--- src/design/keyboard_io_unit_params.svh ---
/*
  Constants of the keyboard unit: device number, status and control word
  bit positions, key code bases and timing figures.
  Assumes a 10 MHz system clock; included by bare name.
*/
`ifndef KEYBOARD_IO_UNIT_PARAMS_SVH
`define KEYBOARD_IO_UNIT_PARAMS_SVH

// System clock rate
`define KB_CLK_HZ 10_000_000

// Four-bit device number; the address word adds its complement on top
`define KB_DEVICE_NUM 4'h1

// Status word bit positions
`define KB_ST_DISP_READY_BIT 0
`define KB_ST_CHAR_READY_BIT 1
`define KB_ST_KEY_SW_BIT 2
`define KB_ST_DISP_SW_BIT 3

// Control word bit positions
`define KB_CW_KEY_LAMP_BIT 5
`define KB_CW_DISP_LAMP_BIT 6

// Numeric pad coding
`define KB_PAD_PERIOD_IDX 4'hA
`define KB_PAD_LAST_IDX 4'hA
`define KB_PAD_DIGIT_BASE 7'h30
`define KB_PAD_PERIOD_CODE 7'h2E
`define KB_PAD_CTL_BASE 7'h10
`define KB_PAD_CTL_PERIOD_CODE 7'h0E

// Tone and click timing
`define KB_TONE_HZ 1500
`define KB_TONE_MS 100
`define KB_CLICK_US 500
`define KB_TONE_HALF_CYCLES (`KB_CLK_HZ / (2 * `KB_TONE_HZ))
`define KB_TONE_CYCLES ((`KB_CLK_HZ / 1000) * `KB_TONE_MS)
`define KB_CLICK_CYCLES ((`KB_CLK_HZ / 1_000_000) * `KB_CLICK_US)

`endif

--- src/design/keyboard_io_unit_pkg.sv ---
/*
  Types of the keyboard unit: read mode, front panel phase and the state
  record. Assumes nothing of its surroundings.
*/
`default_nettype none
package keyboard_io_unit_pkg;

  typedef enum logic {
    RD_STATUS,
    RD_DATA
  } read_mode_e;

  typedef enum logic [1:0] {
    PH_IDLE,
    PH_WAIT_DONE,
    PH_BOOT
  } panel_phase_e;

  typedef struct packed {
    logic selected;
    read_mode_e mode;
    logic [6:0] cmd_prev;
    logic strobe_prev;
    logic [2:0] key_prev;
    logic [1:0][6:0] fifo_mem;
    logic fifo_wr;
    logic fifo_rd;
    logic [1:0] fifo_cnt;
    logic key_sw_flag;
    logic disp_sw_flag;
    logic key_lamp;
    logic disp_lamp;
    logic [7:0] rdata;
    logic tone_on;
    logic tone_level;
    logic [19:0] tone_len;
    logic [11:0] tone_half;
    logic [15:0] click_len;
    panel_phase_e phase;
    logic boot_pending;
    logic run_pulse;
    logic halt_pulse;
    logic boot_pulse;
    logic abort_pulse;
  } kb_state_s;

endpackage
`default_nettype wire

--- src/design/keyboard_io_unit.sv ---
/*
  Keyboard unit on the eight-bit parallel I/O bus: device select, status
  and character reads, control word lamps, tone and click, front panel
  run, stop and restart keys.
  Assumes all inputs synchronous to sys_clk_in; bus commands are pulses
  several cycles long, acted on at their rising edge; the key encoder
  holds its code while key_valid_in is high and key_ready_out is low.
*/
// Functional notes
// - Responds only after a select command carrying its own address word.
// - Shared address: reads come from keyboard, writes go to display.
// - Status word presented on input lines after selection.
// - Status bit 1 high while a typed character waits.
// - Status bits 2 and 3 show keyboard and display switches.
// - Momentary switch press sets its flag; readable any time.
// - Tone command gives 1500 Hz tone for about 100 ms.
// - Click command gives one audible click.
// - Control word bit 5 drives keyboard lamp, bit 6 display lamp.
// - Main keys deliver seven-bit ASCII codes, enter, cancel, backspace, delete.
// - Pad gives digit and period codes, or control codes by option.
// - Run key starts processor at its program counter.
// - Stop key halts only after current instruction completes.
// - Stop key aborts any tape operation in progress.
// - With auto-restart tab removed, stop performs full restart.
// - Restart key halts, rewinds deck 1, loads and runs first record.
// - Address word is device number low, its complement high.
// - Status on input lines when addressed, data after sense-data command.
`timescale 1ns/10ps
`default_nettype none
`include "keyboard_io_unit_params.svh"

module keyboard_io_unit
  import keyboard_io_unit_pkg::*;
#(
  parameter int TONE_CYCLES = `KB_TONE_CYCLES,
  parameter int CLICK_CYCLES = `KB_CLICK_CYCLES
) (
  input wire logic sys_clk_in,
  input wire logic reset_in,
  input wire logic [7:0] bus_wdata_in,
  output logic [7:0] bus_rdata_out,
  output logic bus_rdata_oe_out,
  input wire logic select_device_command_in,
  input wire logic sense_status_command_in,
  input wire logic sense_data_command_in,
  input wire logic control_word_command_in,
  input wire logic tone_command_in,
  input wire logic click_command_in,
  input wire logic input_strobe_in,
  input wire logic display_ready_in,
  input wire logic key_valid_in,
  input wire logic key_is_pad_in,
  input wire logic [6:0] key_code_in,
  input wire logic [3:0] pad_index_in,
  input wire logic pad_control_option_in,
  output logic key_ready_out,
  input wire logic keyboard_switch_in,
  input wire logic display_switch_in,
  output logic keyboard_lamp_out,
  output logic display_lamp_out,
  output logic tone_out,
  output logic click_out,
  input wire logic run_key_in,
  input wire logic stop_key_in,
  input wire logic restart_key_in,
  input wire logic auto_restart_tab_removed_in,
  input wire logic instr_done_in,
  output logic run_request_out,
  output logic halt_request_out,
  output logic restart_load_out,
  output logic tape_abort_out
);

  // Command line indices in the edge detector
  localparam int CMD_SEL = 0;
  localparam int CMD_STAT = 1;
  localparam int CMD_DATA = 2;
  localparam int CMD_CW = 3;
  localparam int CMD_TONE = 4;
  localparam int CMD_CLICK = 5;
  localparam int CMD_SPARE = 6;

  // Counter limits at counter width
  localparam logic [19:0] TONE_LEN = TONE_CYCLES[19:0];
  localparam int TONE_HALF_INT = `KB_TONE_HALF_CYCLES;
  localparam logic [11:0] TONE_HALF = TONE_HALF_INT[11:0];
  localparam logic [15:0] CLICK_LEN = CLICK_CYCLES[15:0];

  kb_state_s q;
  kb_state_s d;

  logic [6:0] cmd_now;
  logic [6:0] cmd_edge;
  logic strobe_edge;
  logic [2:0] key_now;
  logic [2:0] key_edge;
  logic push;
  logic pop;
  logic [6:0] push_code;
  logic [7:0] status_word;

  // Address word check: number in low nibble, complement in high nibble
  function automatic logic addr_match(input logic [7:0] word, input logic [3:0] num);
    addr_match = (word[3:0] == num) && (word[7:4] == ~num);
  endfunction

  // Pad key to code: digits and period, or control codes by option
  function automatic logic [6:0] pad_code(input logic [3:0] idx, input logic ctl);
    logic [6:0] base;
    base = ctl ? `KB_PAD_CTL_BASE : `KB_PAD_DIGIT_BASE;
    if (idx == `KB_PAD_PERIOD_IDX) begin
      pad_code = ctl ? `KB_PAD_CTL_PERIOD_CODE : `KB_PAD_PERIOD_CODE;
    end else begin
      pad_code = base + {3'h0, idx};
    end
  endfunction

  // Edge detection of commands, strobe and panel keys
  assign cmd_now = {1'b0, click_command_in, tone_command_in, control_word_command_in,
                    sense_data_command_in, sense_status_command_in, select_device_command_in};
  assign cmd_edge = cmd_now & ~q.cmd_prev;
  assign strobe_edge = input_strobe_in & ~q.strobe_prev;
  assign key_now = {restart_key_in, stop_key_in, run_key_in};
  assign key_edge = key_now & ~q.key_prev;

  // Key buffer handshake: two entries, encoder stalls when full
  assign key_ready_out = (q.fifo_cnt != 2'd2);
  assign push = key_valid_in && key_ready_out;
  assign push_code = key_is_pad_in ? pad_code(pad_index_in, pad_control_option_in)
                                   : key_code_in;
  assign pop = q.selected && (q.mode == RD_DATA) && strobe_edge && (q.fifo_cnt != 2'd0);

  // Combined status word; display ready shares the address
  always_comb begin
    status_word = 8'h00;
    status_word[`KB_ST_DISP_READY_BIT] = display_ready_in;
    status_word[`KB_ST_CHAR_READY_BIT] = (q.fifo_cnt != 2'd0);
    status_word[`KB_ST_KEY_SW_BIT] = q.key_sw_flag | keyboard_switch_in;
    status_word[`KB_ST_DISP_SW_BIT] = q.disp_sw_flag | display_switch_in;
  end

  // Next state of the whole unit
  always_comb begin
    d = q;
    d.cmd_prev = cmd_now;
    d.strobe_prev = input_strobe_in;
    d.key_prev = key_now;
    d.run_pulse = 1'b0;
    d.halt_pulse = 1'b0;
    d.boot_pulse = 1'b0;
    d.abort_pulse = 1'b0;

    // Device selection; any other address deselects
    if (cmd_edge[CMD_SEL]) begin
      d.selected = addr_match(bus_wdata_in, `KB_DEVICE_NUM);
      d.mode = RD_STATUS;
    end else if (q.selected && cmd_edge[CMD_DATA]) begin
      d.mode = RD_DATA;
    end else if (q.selected && cmd_edge[CMD_STAT]) begin
      d.mode = RD_STATUS;
    end

    // Control word: lamps follow bits 5 and 6 until the next word
    if (q.selected && cmd_edge[CMD_CW]) begin
      d.key_lamp = bus_wdata_in[`KB_CW_KEY_LAMP_BIT];
      d.disp_lamp = bus_wdata_in[`KB_CW_DISP_LAMP_BIT];
    end

    // Key buffer write and read
    if (push) begin
      d.fifo_mem[q.fifo_wr] = push_code;
      d.fifo_wr = ~q.fifo_wr;
    end
    if (pop) begin
      d.fifo_rd = ~q.fifo_rd;
    end
    case ({push, pop})
      2'b10: d.fifo_cnt = q.fifo_cnt + 2'd1;
      2'b01: d.fifo_cnt = q.fifo_cnt - 2'd1;
      default: d.fifo_cnt = q.fifo_cnt;
    endcase

    // Switch flags: cleared by a status read, a press in that cycle wins
    if (q.selected && (q.mode == RD_STATUS) && strobe_edge) begin
      d.key_sw_flag = 1'b0;
      d.disp_sw_flag = 1'b0;
    end
    if (keyboard_switch_in) begin
      d.key_sw_flag = 1'b1;
    end
    if (display_switch_in) begin
      d.disp_sw_flag = 1'b1;
    end

    // Read data register: status or buffered character
    if (d.mode == RD_DATA) begin
      d.rdata = {1'b0, d.fifo_mem[d.fifo_rd]};
    end else begin
      d.rdata = 8'h00;
      d.rdata[`KB_ST_DISP_READY_BIT] = display_ready_in;
      d.rdata[`KB_ST_CHAR_READY_BIT] = (d.fifo_cnt != 2'd0);
      d.rdata[`KB_ST_KEY_SW_BIT] = d.key_sw_flag | keyboard_switch_in;
      d.rdata[`KB_ST_DISP_SW_BIT] = d.disp_sw_flag | display_switch_in;
    end

    // Tone generator: square wave for a fixed length, retriggerable
    if (q.selected && cmd_edge[CMD_TONE]) begin
      d.tone_on = 1'b1;
      d.tone_level = 1'b1;
      d.tone_len = 20'h0_0000;
      d.tone_half = 12'h000;
    end else if (q.tone_on) begin
      if (q.tone_len == TONE_LEN - 20'h0_0001) begin
        d.tone_on = 1'b0;
        d.tone_level = 1'b0;
      end else begin
        d.tone_len = q.tone_len + 20'h0_0001;
        if (q.tone_half == TONE_HALF - 12'h001) begin
          d.tone_half = 12'h000;
          d.tone_level = ~q.tone_level;
        end else begin
          d.tone_half = q.tone_half + 12'h001;
        end
      end
    end

    // Click: one pulse of fixed length to the speaker driver
    if (q.selected && cmd_edge[CMD_CLICK]) begin
      d.click_len = CLICK_LEN;
    end else if (q.click_len != 16'h0000) begin
      d.click_len = q.click_len - 16'h0001;
    end

    // Run key starts at the current program counter
    if (key_edge[0]) begin
      d.run_pulse = 1'b1;
    end

    // Stop and restart keys; stop acts as restart with tab removed
    case (q.phase)
      PH_IDLE: begin
        if (key_edge[2] || (key_edge[1] && auto_restart_tab_removed_in)) begin
          d.phase = PH_WAIT_DONE;
          d.boot_pending = 1'b1;
          d.abort_pulse = 1'b1;
        end else if (key_edge[1]) begin
          d.phase = PH_WAIT_DONE;
          d.boot_pending = 1'b0;
          d.abort_pulse = 1'b1;
        end
      end
      PH_WAIT_DONE: begin
        if (instr_done_in) begin
          d.halt_pulse = 1'b1;
          d.phase = q.boot_pending ? PH_BOOT : PH_IDLE;
        end
      end
      PH_BOOT: begin
        d.boot_pulse = 1'b1;
        d.boot_pending = 1'b0;
        d.phase = PH_IDLE;
      end
      default: begin
        d.phase = PH_IDLE;
      end
    endcase
  end

  // State register with synchronous reset
  always_ff @(posedge sys_clk_in) begin
    if (reset_in) begin
      q <= '0;
    end else begin
      q <= d;
    end
  end

  // Outputs straight from the state register
  assign bus_rdata_out = q.rdata;
  assign bus_rdata_oe_out = q.selected;
  assign keyboard_lamp_out = q.key_lamp;
  assign display_lamp_out = q.disp_lamp;
  assign tone_out = q.tone_level;
  assign click_out = (q.click_len != 16'h0000);
  assign run_request_out = q.run_pulse;
  assign halt_request_out = q.halt_pulse;
  assign restart_load_out = q.boot_pulse;
  assign tape_abort_out = q.abort_pulse;

endmodule
`default_nettype wire

--- config.mk ---
export PLATFORM = sky130hd
export DESIGN_NAME = keyboard_io_unit
export DESIGN_NICKNAME = d
export VERILOG_FILES = /design/src/design/keyboard_io_unit_pkg.sv /design/src/design/keyboard_io_unit.sv
export VERILOG_INCLUDE_DIRS = /design/src /design/src/design
export SDC_FILE = /design/constraint.sdc
export NUM_CORES = 1
export LEC_CHECK = 0
export ABC_AREA = 0
export BUFFER_PORTS_ARGS = -buffer_cell sky130_fd_sc_hd__buf_2
export CAP_MARGIN = 15
export CORE_ASPECT_RATIO = 0.8
export CORE_MARGIN = 2
export CORE_UTILIZATION = 50
export DETAILED_ROUTE_END_ITERATION = 12
export GPL_ROUTABILITY_DRIVEN = 0
export PLACE_DENSITY = 0.71
export SYNTH_ARGS = -nofsm -noshare
export SYNTH_HDL_FRONTEND = slang
export SYNTH_SLANG_ARGS = --single-unit
--- constraint.sdc ---
create_clock -name sys_clk_in -period 2.6 [get_ports sys_clk_in]
set_input_delay 0.39 -clock sys_clk_in [delete_from_list [all_inputs] [get_ports sys_clk_in]]
set_output_delay 0.39 -clock sys_clk_in [all_outputs]
set_load 0.005 [all_outputs]
; Word-level counts from Yosys, hierarchy flattened
; Cells that the tools add are included.
[word_totals]
register_bits = 99
out_inout_bits = 18
word_cells = 136
[op_classes]
add_sub_neg = 6
order_cmp = 3
n_eq_ne = 12
muxes = 39
bitwise = 16
n_reduce_logical = 32
[ops]
columns = operator, n
row1 = 34-bit two-way mux, 2
row2 = 7-bit two-way mux, 5
row3 = 32-bit two-way mux, 1
row4 = 13-bit two-way mux, 2
row5 = 20-bit by 1-bit adder with 20-bit output (second input constant), 1
row6 = 20-bit == test (second input constant), 1
row7 = 16-bit nonzero test, 1
row8 = 16-bit by 1-bit subtractor with 16-bit output (second input constant), 1
row9 = 15-bit two-way mux, 1
row10 = 14-bit bitwise mux, 1
row11 = 1-bit logical AND, 14
row12 = 1-bit two-way mux, 14
row13 = 12-bit by 1-bit adder with 12-bit output (second input constant), 1
row14 = 12-bit == test (second input constant), 1
row15 = 12-bit two-way mux, 1
row16 = 6-bit two-way mux, 2
row17 = 2-bit nonzero test, 5
row18 = 2-bit OR reduction, 5
row19 = 1-bit inverter, 9
row20 = 4-bit == test (second input constant), 2
row21 = 2-bit one-hot mux with 2 select lines, 2
row22 = 2-bit AND reduction, 4
row23 = 6-bit by 4-bit adder with 7-bit output, 1
row24 = 7-bit demux with 1-bit select, 1
row25 = 22 further kinds, 30

; Logic depth before layout (Yosys ltp)
[logic_depth]
ltp_word = 9
depth_mapped = 7
ltp_nobuf = 7

; Worst setup path after synthesis
; No wires, ideal clock.
[synth_timing]
kind = reg2reg
from = register q[45] in the netlist's numbering
to = register q[38] in the netlist's numbering
setup_ns = 0.125
arrival_time_ns = 1.988
t_required_ns = 2.475
path_slack_ns = 0.486
stages_incl_launch_ff = 7
n_path_buf = 1
path_cell_list = dfxtp_1 > or4b_1 > or4_4 > o211ai_4 > buf_6 > xnor2_1 > nor2_2
[synth_between]
elab_chain_len = 3
[synth_lines]
columns = item, line_no
row1 = from (decl), keyboard_io_unit.sv:89  ; kb_state_s q;
row2 = from (signal assigned), keyboard_io_unit.sv:272  ; q <= '0;
row3 = from (signal assigned), keyboard_io_unit.sv:274  ; q <= d;
row4 = 20-bit == test, keyboard_io_unit.sv:213  ; if (q.tone_len == TONE_LEN - 20'h0_0001) begin
row5 = 1-bit inverter (no line), --
row6 = 2-bit AND reduction (no line), --
; Every way passes these cells.
; A chain may end at the register's enable or synchronous reset.

; Final worst setup path
[layout_timing]
from = register q[44] in the netlist's numbering
to = register q[31] in the netlist's numbering
; Same word-level chain as after synthesis.

==> results.py <==
metrics = {
    "detailed_routing": {
        "drt-initial-drc-count": 162,
        "routedWlPerCell_um": 14.1,
        "via_per_inst": 5.64,
        "num_vias": 3694,
        "wl_mm": 9.21,
        "dr.pass1.iters": 4,
        "detail-route-antenna-nets": 0,
        "drc": 0,
    },
    "clock_network": {
        "post_cts_buffers": 0,
        "clkSinkCount": 98,
        "cts_hold_buffers": 0,
        "cts_tree": "built",
        "ctsResizeCount": 0,
        "clk_pin_slew_worst_paths_ns": 0.09,
        "clk_path_buf_depth": 2,
        "cts_max_level": 3,
        "cts_made_buffers": 9,
        "cts-root-buf": "clkbuf_8",
        "clock_latency_ns": 0.36,
    },
    "worst_hold_path": {
        "holdCritPathClass": "in -> reg",
    },
    "floorplan": {
        "core_region_area_um2": 8520,
        "die_w_um": 109,
        "die_y_um": 87.9,
        "start_util_pct": 51.6,
        "num_rows": 30,
        "die-area_um2": 9560,
        "ioPinCount": 57,
    },
    "timing": {
        "relSlewSlack_pct": 59.8,
        "finalSetupViolCount": 0,
        "hold_viol_final": 0,
        "tightest_slew_ns": 0.602,
        "fin_setup_tns_ns": 0,
        "rsz0062_at_grt": "no",
        "fin_ws_ns": 0.233,
        "fin_crit_ns": 2.37,
        "period_share_pct": 91.1,
        "max_freq_mhz": 422,
        "skew_ns": 0.00663,
        "drv_slew": 0,
    },
    "finish": {
        "area_growth_pct": 12.9,
        "antenna_cells": 0,
        "final_layout_size_suffix_gt1_share_pct": 18.4,
        "nets": 583,
        "layoutNonFillerInstCount": 655,
    },
    "logic_synthesis": {
        "synth_warnings": 0,
        "yosys.cell_count.top_type": "dfxtp_1",
        "synth.distinct_cells": 57,
        "synthArstFlopShare_pct": 0,
        "netlist.area_leader.share_pct": 44.6,
        "synth_nets": 531,
        "synth_common_cells": "dfxtp_1, nor2_1, a21oi_1",
        "ys_seq_elements": 98,
        "synth_edf_count": 0,
        "yosysTopAreaCell": "dfxtp_1",
        "postSynthCellCount": 486,
        "synth_ff_type": "dfxtp_1",
        "syn_area_um2": 4400,
        "syn_avg_cell_area_um2": 9.04,
        "synth-seq-area-share_pct": 44.6,
        "synth.area.top_cells": "dfxtp_1, a21oi_1, nor2_1",
    },
    "worst_setup_path": {
        "max_stage_delay_ns": 0.61,
        "worstPathCellList": "or4b_1 -> or4_4 -> o21ai_2 -> o21ai_2 -> a21oi_1",
        "slowest_stage": "or4_4",
        "criticalPathCategory": "reg -> reg",
        "cp_max_fo": 11,
        "path_common_cell": "o21ai_2",
        "worstPathArrival_ns": 2.66,
        "cp-end-kind": "flip-flop",
        "critPathRequiredTime_ns": 2.90,
        "startpoint_type": "flip-flop",
    },
    "global_route": {
        "grt_pass1_wl_mm": 15.6,
        "grt_max_degree": 49,
        "track_usage_pct": 20.6,
        "grt_pass1_vias": 3454,
        "grt_overflow_total": 0,
        "antenna_found_initial": 0,
    },
    "placed_design": {
        "pre_cts_ws_ns": 0.253,
        "dp.cells": 639,
        "io_buffers": 55,
        "hpwlAfterDp_mm": 6.68,
    },
    "power_and_ir_drop": {
        "p_leak_nw": 1.89,
        "ir_drop_uv": 712,
        "power_density_nw_per_um2": 738,
    },
    "flow_run": {
        "maxCapViolCount": 0,
    },
    "outcome": {
        "status": "complete, no violations",
    },
}
==> placed cells by master (no fill, tap or decap), types with 5 or more instances in the layout <==
cell type,count
dfxtp_1,98
buf_2,55
nor2_1,43
a21oi_1,37
nand2_1,26
nor2b_1,22
nand4_1,18
or3_1,18
o21ai_0,17
inv_1,15
nand3_1,15
mux2i_1,15
or4_1,12
xnor2_1,11
buf_4,10
nor3_1,9
xor2_1,9
clkbuf_8,9
nand2b_1,7
nand3b_1,7
a211oi_1,7
mux2_2,6
o211ai_1,6
ha_1,6
o31ai_1,5
==> power by group <==
group | leakage, nW | switching, mW | internal, mW | total, mW
Sequential | 0.800 | 0.122 | 1.64 | 1.76
Clock | 0.0973 | 0.543 | 0.453 | 0.995
Combinational | 0.995 | 0.493 | 0.411 | 0.904
==> registers in the layout, summed over array words and instances, names as in the netlist <==
register / flops
tape_abort_out: 1
q: 83
bus_rdata_oe_out: 1
restart_load_out: 1
run_request_out: 1
tone_out: 1
bus_rdata_out: 7
halt_request_out: 1
keyboard_lamp_out: 1
display_lamp_out: 1
==> kinds of logic after synthesis <==
family | Yosys count | share of synthesized area, %
AO/OA/AOI/OAI | 97 | 14.0
AND/OR/NAND/NOR | 204 | 26.3
other | 1 | 0.0853
buffers and inverters | 39 | 4.30
adder cells (fa/ha/maj) | 6 | 1.71
multiplexers | 21 | 4.95
flip-flops | 98 | 44.6
XOR/XNOR | 20 | 3.99
==> stage by stage <==
stage	instance area [um^2]	hold slack [ns]	power [mW]	utilization, %
floorplan	4400	0.367	2.44	-
global placement	4750	0.375	2.65	55.8
detailed placement	4750	0.379	2.68	55.8
CTS	4960	0.224	3.68	58.2
global route	4960	0.239	3.89	58.2
finish	4960	0.243	3.66	58.2
==> critical path, delay by kind of cell (launching register included) <==
kind,cells,cell delay [ns]
compound gates,3,0.76
flops,1,0.44
simple gates,2,1.11
==> path summary, 6_finish.rpt <==
path | startpoint | endpoint | slack (ns) | cells past startpoint
worst max-delay path | q[44] | q[31] | 0.23 | 5
worst min-delay path | select_device_command_in | q[91] | 0.24 | 2
worst max register to register | q[44] | q[31] | 0.23 | 5
worst min register to register | q[87] | run_request_out | 0.39 | 1
==> layer usage <==
| layer | vias up | track usage, % | routed length [um] |
|---|---|---|---|
| li1 | 1848 | - | - |
| met1 | 1764 | 27.6 | 4510 |
| met2 | 72 | 32.8 | 4180 |
| met3 | 10 | 5.21 | 390 |
| met4 | 0 | 7.11 | 124 |
| met5 | - | 0 | 0 |
==> final cells by class <==
class | count | area, um^2
fill | 761 | 3560
multi-input combinational | 349 | 2250
sequential | 98 | 1960
timing repair buffer | 65 | 350
tap | 112 | 140
clock buffer | 9 | 124
clock inverter | 7 | 78.8
inverter | 15 | 56.3
Power figures use the tool's default switching activity.
